File: src/lsbd_pkg.sv
// constants, types and the state record of the string/branch decoder
// assumes opcode bytes arrive already fetched; one clock domain
package lsbd_pkg;
    typedef logic [23:0] lsbd_cyc_t;

    // ----------------------------------------------------------------
    // opcode patterns
    // ----------------------------------------------------------------
    localparam logic [5:0] OPC_XOR_RM = 6'h0c;     // 001100dw
    localparam logic [5:0] OPC_IMM_GRP = 6'h20;    // 100000sw
    localparam logic [6:0] OPC_XOR_ACC = 7'h1a;    // 0011010w
    localparam logic [6:0] OPC_UNARY_GRP = 7'h7b;  // 1111011w
    localparam logic [6:0] OPC_STR_MOVE = 7'h52;
    localparam logic [6:0] OPC_STR_CMP = 7'h53;
    localparam logic [6:0] OPC_STR_SCAN = 7'h57;
    localparam logic [6:0] OPC_STR_LOAD = 7'h56;
    localparam logic [6:0] OPC_STR_STORE = 7'h55;
    localparam logic [6:0] OPC_STR_IN = 7'h36;
    localparam logic [6:0] OPC_STR_OUT = 7'h37;
    localparam logic [6:0] OPC_REP = 7'h79;        // 1111001z
    localparam logic [7:0] OPC_REP_PLAIN = 8'hf2;
    localparam logic [7:0] OPC_JMP_SHORT = 8'heb;
    localparam logic [7:0] OPC_JMP_NEAR = 8'he9;
    localparam logic [7:0] OPC_JMP_FAR = 8'hea;
    localparam logic [7:0] OPC_CALL_NEAR = 8'he8;
    localparam logic [7:0] OPC_CALL_FAR = 8'h9a;
    localparam logic [7:0] OPC_IND_GRP = 8'hff;
    localparam logic [2:0] SUB_XOR = 3'h6;
    localparam logic [2:0] SUB_NOT = 3'h2;
    localparam logic [2:0] SUB_CALL_NEAR = 3'h2;
    localparam logic [2:0] SUB_CALL_FAR = 3'h3;
    localparam logic [2:0] SUB_JMP_NEAR = 3'h4;
    localparam logic [2:0] SUB_JMP_FAR = 3'h5;
    localparam logic [1:0] MOD_REG = 2'h3;

    // ----------------------------------------------------------------
    // cycle costs (suffix 8 = 8-bit bus variant)
    // ----------------------------------------------------------------
    localparam lsbd_cyc_t CYC_ONE = 24'h1;
    localparam lsbd_cyc_t CYC_XOR_RR = 24'h3;
    localparam lsbd_cyc_t CYC_XOR_RM = 24'ha;
    localparam lsbd_cyc_t CYC_IMM_R = 24'h4;
    localparam lsbd_cyc_t CYC_IMM_M = 24'h10;
    localparam lsbd_cyc_t CYC_ACC_B = 24'h3;
    localparam lsbd_cyc_t CYC_ACC_W = 24'h4;
    localparam lsbd_cyc_t CYC_NOT_R = 24'h3;
    localparam lsbd_cyc_t CYC_NOT_M = 24'ha;
    localparam lsbd_cyc_t CYC_MOVE = 24'he;
    localparam lsbd_cyc_t CYC_CMP = 24'h16;
    localparam lsbd_cyc_t CYC_SCAN = 24'hf;
    localparam lsbd_cyc_t CYC_LOAD = 24'hc;
    localparam lsbd_cyc_t CYC_STORE = 24'ha;
    localparam lsbd_cyc_t CYC_PORT = 24'he;
    localparam lsbd_cyc_t CYC_RMOVE_BASE = 24'h8;
    localparam lsbd_cyc_t CYC_RMOVE_ELEM = 24'h8;
    localparam lsbd_cyc_t CYC_RCMP_BASE = 24'h5;
    localparam lsbd_cyc_t CYC_RCMP_ELEM = 24'h16;
    localparam lsbd_cyc_t CYC_RSCAN_BASE = 24'h5;
    localparam lsbd_cyc_t CYC_RSCAN_ELEM = 24'hf;
    localparam lsbd_cyc_t CYC_RLOAD_BASE = 24'h6;
    localparam lsbd_cyc_t CYC_RLOAD_ELEM = 24'hb;
    localparam lsbd_cyc_t CYC_RSTORE_BASE = 24'h6;
    localparam lsbd_cyc_t CYC_RSTORE_ELEM = 24'h9;
    localparam lsbd_cyc_t CYC_JMP_DIRECT = 24'he;
    localparam lsbd_cyc_t CYC_JMP_IND_R = 24'hb;
    localparam lsbd_cyc_t CYC_JMP_IND_M = 24'h11;
    localparam lsbd_cyc_t CYC_JMP_IND_M8 = 24'h15;
    localparam lsbd_cyc_t CYC_JMP_FAR_IND = 24'h1a;
    localparam lsbd_cyc_t CYC_JMP_FAR_IND8 = 24'h22;
    localparam lsbd_cyc_t CYC_CALL_NEAR = 24'hf;
    localparam lsbd_cyc_t CYC_CALL_NEAR8 = 24'h13;
    localparam lsbd_cyc_t CYC_CALL_IND_R = 24'hd;
    localparam lsbd_cyc_t CYC_CALL_IND_R8 = 24'h11;
    localparam lsbd_cyc_t CYC_CALL_IND_M = 24'h13;
    localparam lsbd_cyc_t CYC_CALL_IND_M8 = 24'h1b;
    localparam lsbd_cyc_t CYC_CALL_FAR = 24'h17;
    localparam lsbd_cyc_t CYC_CALL_FAR8 = 24'h1f;
    localparam lsbd_cyc_t CYC_CALL_FAR_IND = 24'h26;
    localparam lsbd_cyc_t CYC_CALL_FAR_IND8 = 24'h36;
    localparam lsbd_cyc_t CYC_WORD_XFER = 24'h4;
    localparam lsbd_cyc_t XF_NONE = 24'h0;
    localparam lsbd_cyc_t XF_ONE = 24'h1;
    localparam lsbd_cyc_t XF_TWO = 24'h2;

    // ----------------------------------------------------------------
    // types
    // ----------------------------------------------------------------
    typedef enum logic [3:0] {
        op_none, op_xor, op_not, op_string_move, op_string_compare, op_string_scan,
        op_string_load, op_string_store, op_string_port_input, op_string_port_output,
        op_unconditional_jump, op_call
    } lsbd_op_t;

    typedef enum logic [0:0] {st_idle = 1'b0, st_run = 1'b1} lsbd_state_t;

    typedef struct packed {
        logic rep_valid;
        logic [7:0] rep_byte;
        logic [7:0] opcode;
        logic [7:0] modrm;
    } lsbd_instr_t;

    typedef struct packed {
        lsbd_op_t op;
        logic illegal;
        logic word;
        logic reg_dest;
        logic mem_operand;
        logic rep_active;
        logic stop_on_equal;
        logic far;
        logic indirect;
        lsbd_cyc_t cycles;
    } lsbd_dec_t;

    typedef struct packed {
        lsbd_state_t state;
        logic busy;
        logic done;
        lsbd_cyc_t cnt;
        lsbd_dec_t res;
    } lsbd_regs_t;

    localparam lsbd_regs_t REGS_RST = '0;
endpackage

File: src/lsbd_decoder.sv
// decode and cycle-cost sequencer for xor/not, string and jump/call forms
// assumes opcode, prefix and modrm bytes are presented together with start
`timescale 1ns/100ps
module lsbd_decoder (
    // clock, reset, enable
    input wire logic clk,
    input wire logic arst_n,
    input wire logic ce,
    // request
    input wire logic start,
    input wire lsbd_pkg::lsbd_instr_t instr,
    input wire logic [15:0] count_register,
    input wire logic bus8,
    // answer
    output logic busy,
    output logic done,
    output lsbd_pkg::lsbd_dec_t result
);
    import lsbd_pkg::*;

    lsbd_regs_t r;
    lsbd_regs_t next_r;
    lsbd_dec_t dec;
    lsbd_cyc_t base;
    lsbd_cyc_t per;
    lsbd_cyc_t xfers;
    lsbd_cyc_t mult;
    logic starred;
    logic mem;
    logic is_string;
    logic [2:0] sub;

    // ----------------------------------------------------------------
    // decode and cost
    // ----------------------------------------------------------------
    // one combinational decode; cost is base + per*n + word penalty
    always_comb begin
        dec = '0;
        base = '0;
        per = '0;
        xfers = XF_NONE;
        starred = 1'b0;
        is_string = 1'b1;
        mem = instr.modrm[7:6] != MOD_REG;
        sub = instr.modrm[5:3];
        dec.op = op_none;
        dec.word = instr.opcode[0];
        dec.mem_operand = mem;
        // single costs first; repeat overrides below
        case (instr.opcode[7:1])
            OPC_STR_MOVE: begin
                dec.op = op_string_move;
                base = CYC_MOVE;
                xfers = XF_TWO;
            end
            OPC_STR_CMP: begin
                dec.op = op_string_compare;
                base = CYC_CMP;
                xfers = XF_TWO;
            end
            OPC_STR_SCAN: begin
                dec.op = op_string_scan;
                base = CYC_SCAN;
                xfers = XF_ONE;
            end
            OPC_STR_LOAD: begin
                dec.op = op_string_load;
                base = CYC_LOAD;
                xfers = XF_ONE;
            end
            OPC_STR_STORE: begin
                dec.op = op_string_store;
                base = CYC_STORE;
                xfers = XF_ONE;
            end
            OPC_STR_IN: begin
                dec.op = op_string_port_input;
                base = CYC_PORT;
            end
            OPC_STR_OUT: begin
                dec.op = op_string_port_output;
                base = CYC_PORT;
            end
            default: begin
                is_string = 1'b0;
            end
        endcase
        // port strings carry no word penalty, the others are starred
        starred = is_string && xfers != XF_NONE;
        if (is_string) begin
            dec.mem_operand = 1'b1;
            // f2 repeats every string form, f3 only compare and scan
            if (instr.rep_valid && (instr.rep_byte == OPC_REP_PLAIN
                    || (instr.rep_byte[7:1] == OPC_REP
                    && (dec.op == op_string_compare || dec.op == op_string_scan)))) begin
                dec.rep_active = 1'b1;
                dec.stop_on_equal = instr.rep_byte[0];
                case (dec.op)
                    op_string_compare: begin
                        base = CYC_RCMP_BASE;
                        per = CYC_RCMP_ELEM;
                    end
                    op_string_scan: begin
                        base = CYC_RSCAN_BASE;
                        per = CYC_RSCAN_ELEM;
                    end
                    op_string_load: begin
                        base = CYC_RLOAD_BASE;
                        per = CYC_RLOAD_ELEM;
                    end
                    op_string_store: begin
                        base = CYC_RSTORE_BASE;
                        per = CYC_RSTORE_ELEM;
                    end
                    default: begin
                        base = CYC_RMOVE_BASE;
                        per = CYC_RMOVE_ELEM;
                    end
                endcase
            end
        end else if (instr.opcode[7:2] == OPC_XOR_RM) begin
            dec.op = op_xor;
            dec.reg_dest = instr.opcode[1];
            base = mem ? CYC_XOR_RM : CYC_XOR_RR;
            // memory destination is read then written back
            xfers = !mem ? XF_NONE : (instr.opcode[1] ? XF_ONE : XF_TWO);
            starred = 1'b1;
        end else if (instr.opcode[7:2] == OPC_IMM_GRP && sub == SUB_XOR) begin
            dec.op = op_xor;
            base = mem ? CYC_IMM_M : CYC_IMM_R;
            xfers = mem ? XF_TWO : XF_NONE;
            starred = 1'b1;
        end else if (instr.opcode[7:1] == OPC_XOR_ACC) begin
            dec.op = op_xor;
            dec.mem_operand = 1'b0;
            base = instr.opcode[0] ? CYC_ACC_W : CYC_ACC_B;
        end else if (instr.opcode[7:1] == OPC_UNARY_GRP && sub == SUB_NOT) begin
            dec.op = op_not;
            base = mem ? CYC_NOT_M : CYC_NOT_R;
            xfers = mem ? XF_TWO : XF_NONE;
            starred = 1'b1;
        end else begin
            // branch forms: word-sized, costs listed outright, with 8-bit bus variants for calls and memory-indirect jumps only
            dec.word = 1'b1;
            dec.mem_operand = 1'b0;
            case (instr.opcode)
                OPC_JMP_SHORT, OPC_JMP_NEAR: begin
                    dec.op = op_unconditional_jump;
                    base = CYC_JMP_DIRECT;
                end
                OPC_JMP_FAR: begin
                    dec.op = op_unconditional_jump;
                    dec.far = 1'b1;
                    base = CYC_JMP_DIRECT;
                end
                OPC_CALL_NEAR: begin
                    dec.op = op_call;
                    base = bus8 ? CYC_CALL_NEAR8 : CYC_CALL_NEAR;
                end
                OPC_CALL_FAR: begin
                    dec.op = op_call;
                    dec.far = 1'b1;
                    base = bus8 ? CYC_CALL_FAR8 : CYC_CALL_FAR;
                end
                OPC_IND_GRP: begin
                    dec.indirect = 1'b1;
                    dec.mem_operand = mem;
                    dec.far = sub == SUB_JMP_FAR || sub == SUB_CALL_FAR;
                    // far indirect forms need a memory pointer; mod 11 stays illegal
                    if (sub == SUB_JMP_NEAR) begin
                        dec.op = op_unconditional_jump;
                        base = !mem ? CYC_JMP_IND_R : (bus8 ? CYC_JMP_IND_M8 : CYC_JMP_IND_M);
                    end else if (sub == SUB_JMP_FAR && mem) begin
                        dec.op = op_unconditional_jump;
                        base = bus8 ? CYC_JMP_FAR_IND8 : CYC_JMP_FAR_IND;
                    end else if (sub == SUB_CALL_NEAR) begin
                        dec.op = op_call;
                        if (mem) begin
                            base = bus8 ? CYC_CALL_IND_M8 : CYC_CALL_IND_M;
                        end else begin
                            base = bus8 ? CYC_CALL_IND_R8 : CYC_CALL_IND_R;
                        end
                    end else if (sub == SUB_CALL_FAR && mem) begin
                        dec.op = op_call;
                        base = bus8 ? CYC_CALL_FAR_IND8 : CYC_CALL_FAR_IND;
                    end
                end
                default: begin
                    dec.op = op_none;
                end
            endcase
        end
        mult = dec.rep_active ? {8'h00, count_register} : CYC_ONE;
        dec.illegal = dec.op == op_none;
        if (dec.illegal) begin
            dec.cycles = '0;
        end else if (bus8 && dec.word && starred) begin
            dec.cycles = base + per * mult + CYC_WORD_XFER * xfers * mult;
        end else begin
            dec.cycles = base + per * mult;
        end
    end

    // ----------------------------------------------------------------
    // cost sequencer
    // ----------------------------------------------------------------
    // busy stands exactly the decoded cycle count, then done pulses once
    always_comb begin
        next_r = r;
        next_r.done = 1'b0;
        case (r.state)
            st_idle: begin
                if (start) begin
                    next_r.res = dec;
                    if (dec.illegal) begin
                        next_r.done = 1'b1; // no cost to run, answer at once
                    end else begin
                        next_r.state = st_run;
                        next_r.busy = 1'b1;
                        next_r.cnt = dec.cycles - CYC_ONE;
                    end
                end
            end
            st_run: begin
                if (r.cnt == '0) begin
                    next_r.state = st_idle;
                    next_r.busy = 1'b0;
                    next_r.done = 1'b1;
                end else begin
                    next_r.cnt = r.cnt - CYC_ONE;
                end
            end
            default: begin
                next_r = REGS_RST;
            end
        endcase
    end

    // state register; enable low freezes everything
    always_ff @(posedge clk or negedge arst_n) begin
        if (!arst_n) begin
            r <= REGS_RST;
        end else if (ce) begin
            r <= next_r;
        end
    end

    assign busy = r.busy;
    assign done = r.done;
    assign result = r.res;

    // ----------------------------------------------------------------
    // checks
    // ----------------------------------------------------------------
    logic acc;
    lsbd_cyc_t run_len;
    assign acc = ce && start && r.state == st_idle;

    // counts enabled busy cycles, only read by the checks
    always_ff @(posedge clk or negedge arst_n) begin
        if (!arst_n) begin
            run_len <= '0;
        end else if (ce) begin
            run_len <= acc ? '0 : (r.busy ? run_len + CYC_ONE : run_len);
        end
    end
endmodule

File: config.mk
export PLATFORM = sky130hd
export DESIGN_NAME = lsbd_decoder
export DESIGN_NICKNAME = d
export VERILOG_FILES = /design/src/lsbd_pkg.sv /design/src/lsbd_decoder.sv
export SDC_FILE = /design/constraint.sdc
export NUM_CORES = 1
export LEC_CHECK = 0
export ABC_AREA = 0
export BUFFER_PORTS_ARGS = -buffer_cell sky130_fd_sc_hd__buf_2
export CORE_ASPECT_RATIO = 2
export CORE_MARGIN = 4
export CORE_UTILIZATION = 25
export CTS_CLUSTER_SIZE = 28
export DETAILED_ROUTE_END_ITERATION = 10
export GPL_ROUTABILITY_DRIVEN = 0
export HOLD_SLACK_MARGIN = 0.08
export SLEW_MARGIN = 0
export SYNTH_ARGS = -nofsm -noshare
export SYNTH_HDL_FRONTEND = slang
export SYNTH_SLANG_ARGS = --single-unit
File: constraint.sdc
create_clock -name clk -period 2.7 [get_ports clk]
set_input_delay 0.135 -clock clk [delete_from_list [all_inputs] [get_ports clk]]
set_output_delay 0.135 -clock clk [all_outputs]
set_load 0.03 [all_outputs]
==> metrics.md <==
| Metric | Value |
|---|---|
| Setup violations, final | 48 |
| Core Rows | 110 |
| Growth of design area from synthesis to finish | 62.3% |
| Post-synthesis sequential element count | 63 |
| Number of buffers and inverters on the critical path | 7 |
| Max-cap violations | 0 |
| Total number of H-tree levels | 3 |
| Type of the worst setup path | in -> reg |
| Type of element launching the critical path | input pin |
| Clock insertion delay at the later pin of the skew report | 0.35 ns |
| Number of primary I/O pins | 84 |
| Largest fanout of any net on the critical path | 6 |
| Die Wd | 160 um |
| Power per cell area | ~240 nW/um^2 |
| Count of cell types in the netlist | 84 |
| Run status | complete, but fails checks |
| Clock tree from TritonCTS | built |
| CTS buffer count | 9 |
| Sequential area share after synthesis | 0.137 |
| Design Power | 4.38 mW |
| Static power due to leakage | 9.42 nW |
| 1st-iter DRT viols | 522 |
| Critical path endpoint category | flip-flop |
| Total congestion overflow after global routing | 0 |
| Post-synthesis instance total | 1425 |
| Remaining DRCs | 0 |
| Count of vias placed by the detailed router | 12271 |
| Clock sinks | 63 |
| Die area | 49600 sq um |
| Via count of the first global-routing pass | about 13000 |
| Share of the cycle needed by the critical path after routing | 2.73 |
| Dominant delay contributor by cell family on the critical path | adder cells |
| Fin crit period | 7.37 ns |
| Clock slew at the register clock pins of the worst setup and hold paths | 0.06 ns |
| Rel. slew slack | 0.596 |
| Required time worst endpoint | ~2.9 ns |
| Placement-stage cell area | around 15000 sq um |
| Minimum setup slack after placement | -5.49 ns |
| Kind of path behind the tightest hold check | in -> reg |
| Transition at the pin with the smallest max-transition slack | 0.603 ns |
| Input/output buffers | 80 |
| Placed insts | 2340 |
| Final design instance area without fill | 18600 sq um |
| Final number of max-transition violations | 0 |
| Ys Warns | 0 |
| Final core area utilization | 0.411 |
| Async SR Flop Fraction | 1.00 |
| Hold Vio Cnt, Final | 0 |
| Antenna violations before repair | 4 |
| Layout Skew | 0.00497 ns |
| DR pass1 iterations | 5 |
| Cell repeated most along the worst path | ha_4 |
| Root Driver | clkbuf_16 |
| Fraction of final layout cells sized beyond drive strength 1 | 0.475 |
| Global Route Usage Sum | 0.157 |
| Arrival @ worst endpoint | 7.60 ns |
| Core Area | 45300 sq um |
| DP Wirelength | 32800 um |
| Final routed wirelength across all metal layers | 41900 um |
| Starting density of the core | 0.253 |
| Cell area after synthesis | 11500 sq um |
| Net count of the finished layout | 2184 |
| Mapped Avg Cell Area | slightly above 8 sq um |
| Critical path's slowest cell | fa_2 |
| Detail-routed via count per cell | 4.99 |
| Setup TNS Final | -165.57 ns |
| Minimum setup slack in the final design | -4.67 ns |
| Number of enable-type register cells in the synthesized netlist | 0 |
| Fin Hold WS | between 0.1 and 0.15 ns |
| Largest voltage drop on the vdd net | 0.322 mV |
| Final cell count without fillers | ~2500 |
| Pin count of the biggest net entering global routing | 39 |
| Flip-flop cell with the highest count after synthesis | dfrtp_1 |
| Final antenna-violating net count | 0 |
| Die Span Y | 311 um |
| Wire length of the first global-routing pass | 64200 um |
| Largest stage delay on the critical path | 0.54 ns |
| WL per Instance | 17.0 um |
| Fmax | 136 MHz |
| RSZ-0062 raised after global routing | yes |
| Clock buffer depth | 2 |
| Violations in the final reports | negative setup slack |
| Nets in the synthesized netlist | 1717 |
[timing repair]
item	in CTS	in global routing
gates cloned	0	0
setup buffers	60	55
hold buffers	1	0
hold endpoints to repair	25	0
setup endpoints to repair	49	50
resized for setup	206	240
pin swaps	114	136
[worst paths after layout]
kind	slack, ns	cells past startpoint	end	start
worst min register to register	0.47	2	result[8]$_DFFE_PN0P_	result[8]$_DFFE_PN0P_
max in group asynchronous	1.70	3	r[58]$_DFFE_PN0P_	arst_n
worst min-delay path	0.11	3	r[42]$_DFFE_PN0P_	start
min in group asynchronous	0.19	2	result[24]$_DFFE_PN0P_	arst_n
worst max-delay path	-4.67	35	r[57]$_DFFE_PN0P_	instr[12]
worst max register to register	-0.01	10	r[58]$_DFFE_PN0P_	r[38]$_DFFE_PN0P_
[per-layer routing]
layer / part of all wire / track usage / wire length [um]
met4: 0.061 / 0.0969 / 2580
met3: 0.026 / 0.0143 / 1090
met1: 0.33 / 0.141 / 13700
met5: 0.00017 / 0 / 7
met2: 0.58 / 0.324 / 24500
[where the power goes]
group	switching, mW	internal, mW
registers	0.249	1.15
logic	0.883	0.732
clock network	0.441	0.928
total	1.57	2.81
[cell usage in the layout (no fill, tap or decap), types with 10 or more instances in the layout]
| master | count |
|---|---|
| nand3_1 | 32 |
| buf_2 | 73 |
| a21oi_2 | 17 |
| o21ai_1 | 22 |
| o21ai_2 | 19 |
| o21ai_0 | 49 |
| dfrtp_1 | 63 |
| inv_2 | 18 |
| ha_4 | 41 |
| nand2_2 | 18 |
| xnor2_1 | 24 |
| nor2_1 | 69 |
| nand2_1 | 122 |
| xor2_1 | 15 |
| inv_1 | 103 |
| fa_1 | 47 |
| o211ai_1 | 18 |
| buf_6 | 80 |
| nand4_1 | 10 |
| and3_1 | 14 |
| and2_1 | 68 |
| a21o_1 | 21 |
| xnor2_2 | 11 |
| ha_1 | 147 |
| a21oi_1 | 43 |
| nor3_1 | 19 |
| and2_4 | 13 |
| buf_4 | 386 |
[final cells by class]
cell class | instances | area [sq um]
timing repair buffer | 548 | 4310
fill | 4234 | 26700
clock inverter | 3 | 90.1
antenna | 3 | 7.51
sequential | 63 | 1580
clock buffer | 13 | 250
tap | 560 | 701
inverter | 121 | 454
multi-input combinational | 1149 | 11200
[tightest hold or removal path: cells and delay by family]
kind	cells	cell delay, ns
compound gates	2	0.15
buf+inv	1	0.12
[cells in the mapped netlist, types with 8 or more instances]
library cell | count | area [sq um]
ha_1 | 194 | 2430
nand2_1 | 149 | 559
inv_1 | 121 | 454
o21ai_0 | 94 | 470
nor2_1 | 83 | 312
and2_1 | 82 | 513
a21oi_1 | 67 | 335
dfrtp_1 | 63 | 1580
fa_1 | 52 | 1040
clkbuf_1 | 42 | 158
xnor2_1 | 38 | 333
buf_4 | 37 | 278
nand3_1 | 36 | 180
nor3_1 | 33 | 165
xor2_1 | 25 | 219
a21o_1 | 22 | 165
o211ai_1 | 18 | 135
and3_1 | 17 | 106
a211oi_1 | 15 | 113
o31ai_1 | 11 | 82.6
a22oi_1 | 10 | 75.1
nand2b_1 | 10 | 62.6
nand4_1 | 10 | 62.6
nor4_1 | 10 | 62.6
buf_2 | 9 | 45.0
mux2i_1 | 9 | 90.1
o21bai_1 | 9 | 67.6
or3_1 | 9 | 56.3
a21boi_0 | 8 | 60.1
o22ai_1 | 8 | 50.1
[state kept, by name (all words and copies together), names as in the netlist]
name,flops
result,36
r,25
done,1
busy,1
[cells by family after synthesis]
logic type      count (synthesis)  share of synthesized area
flops                          63                      0.137
mux                            14                     0.0128
buf+inv                       213                     0.0842
simple gates                  485                      0.216
xor+xnor                       63                     0.0481
fa+ha+maj                     247                      0.303
compound gates                340                      0.199
No activity file was read; power rests on OpenSTA's default activity.
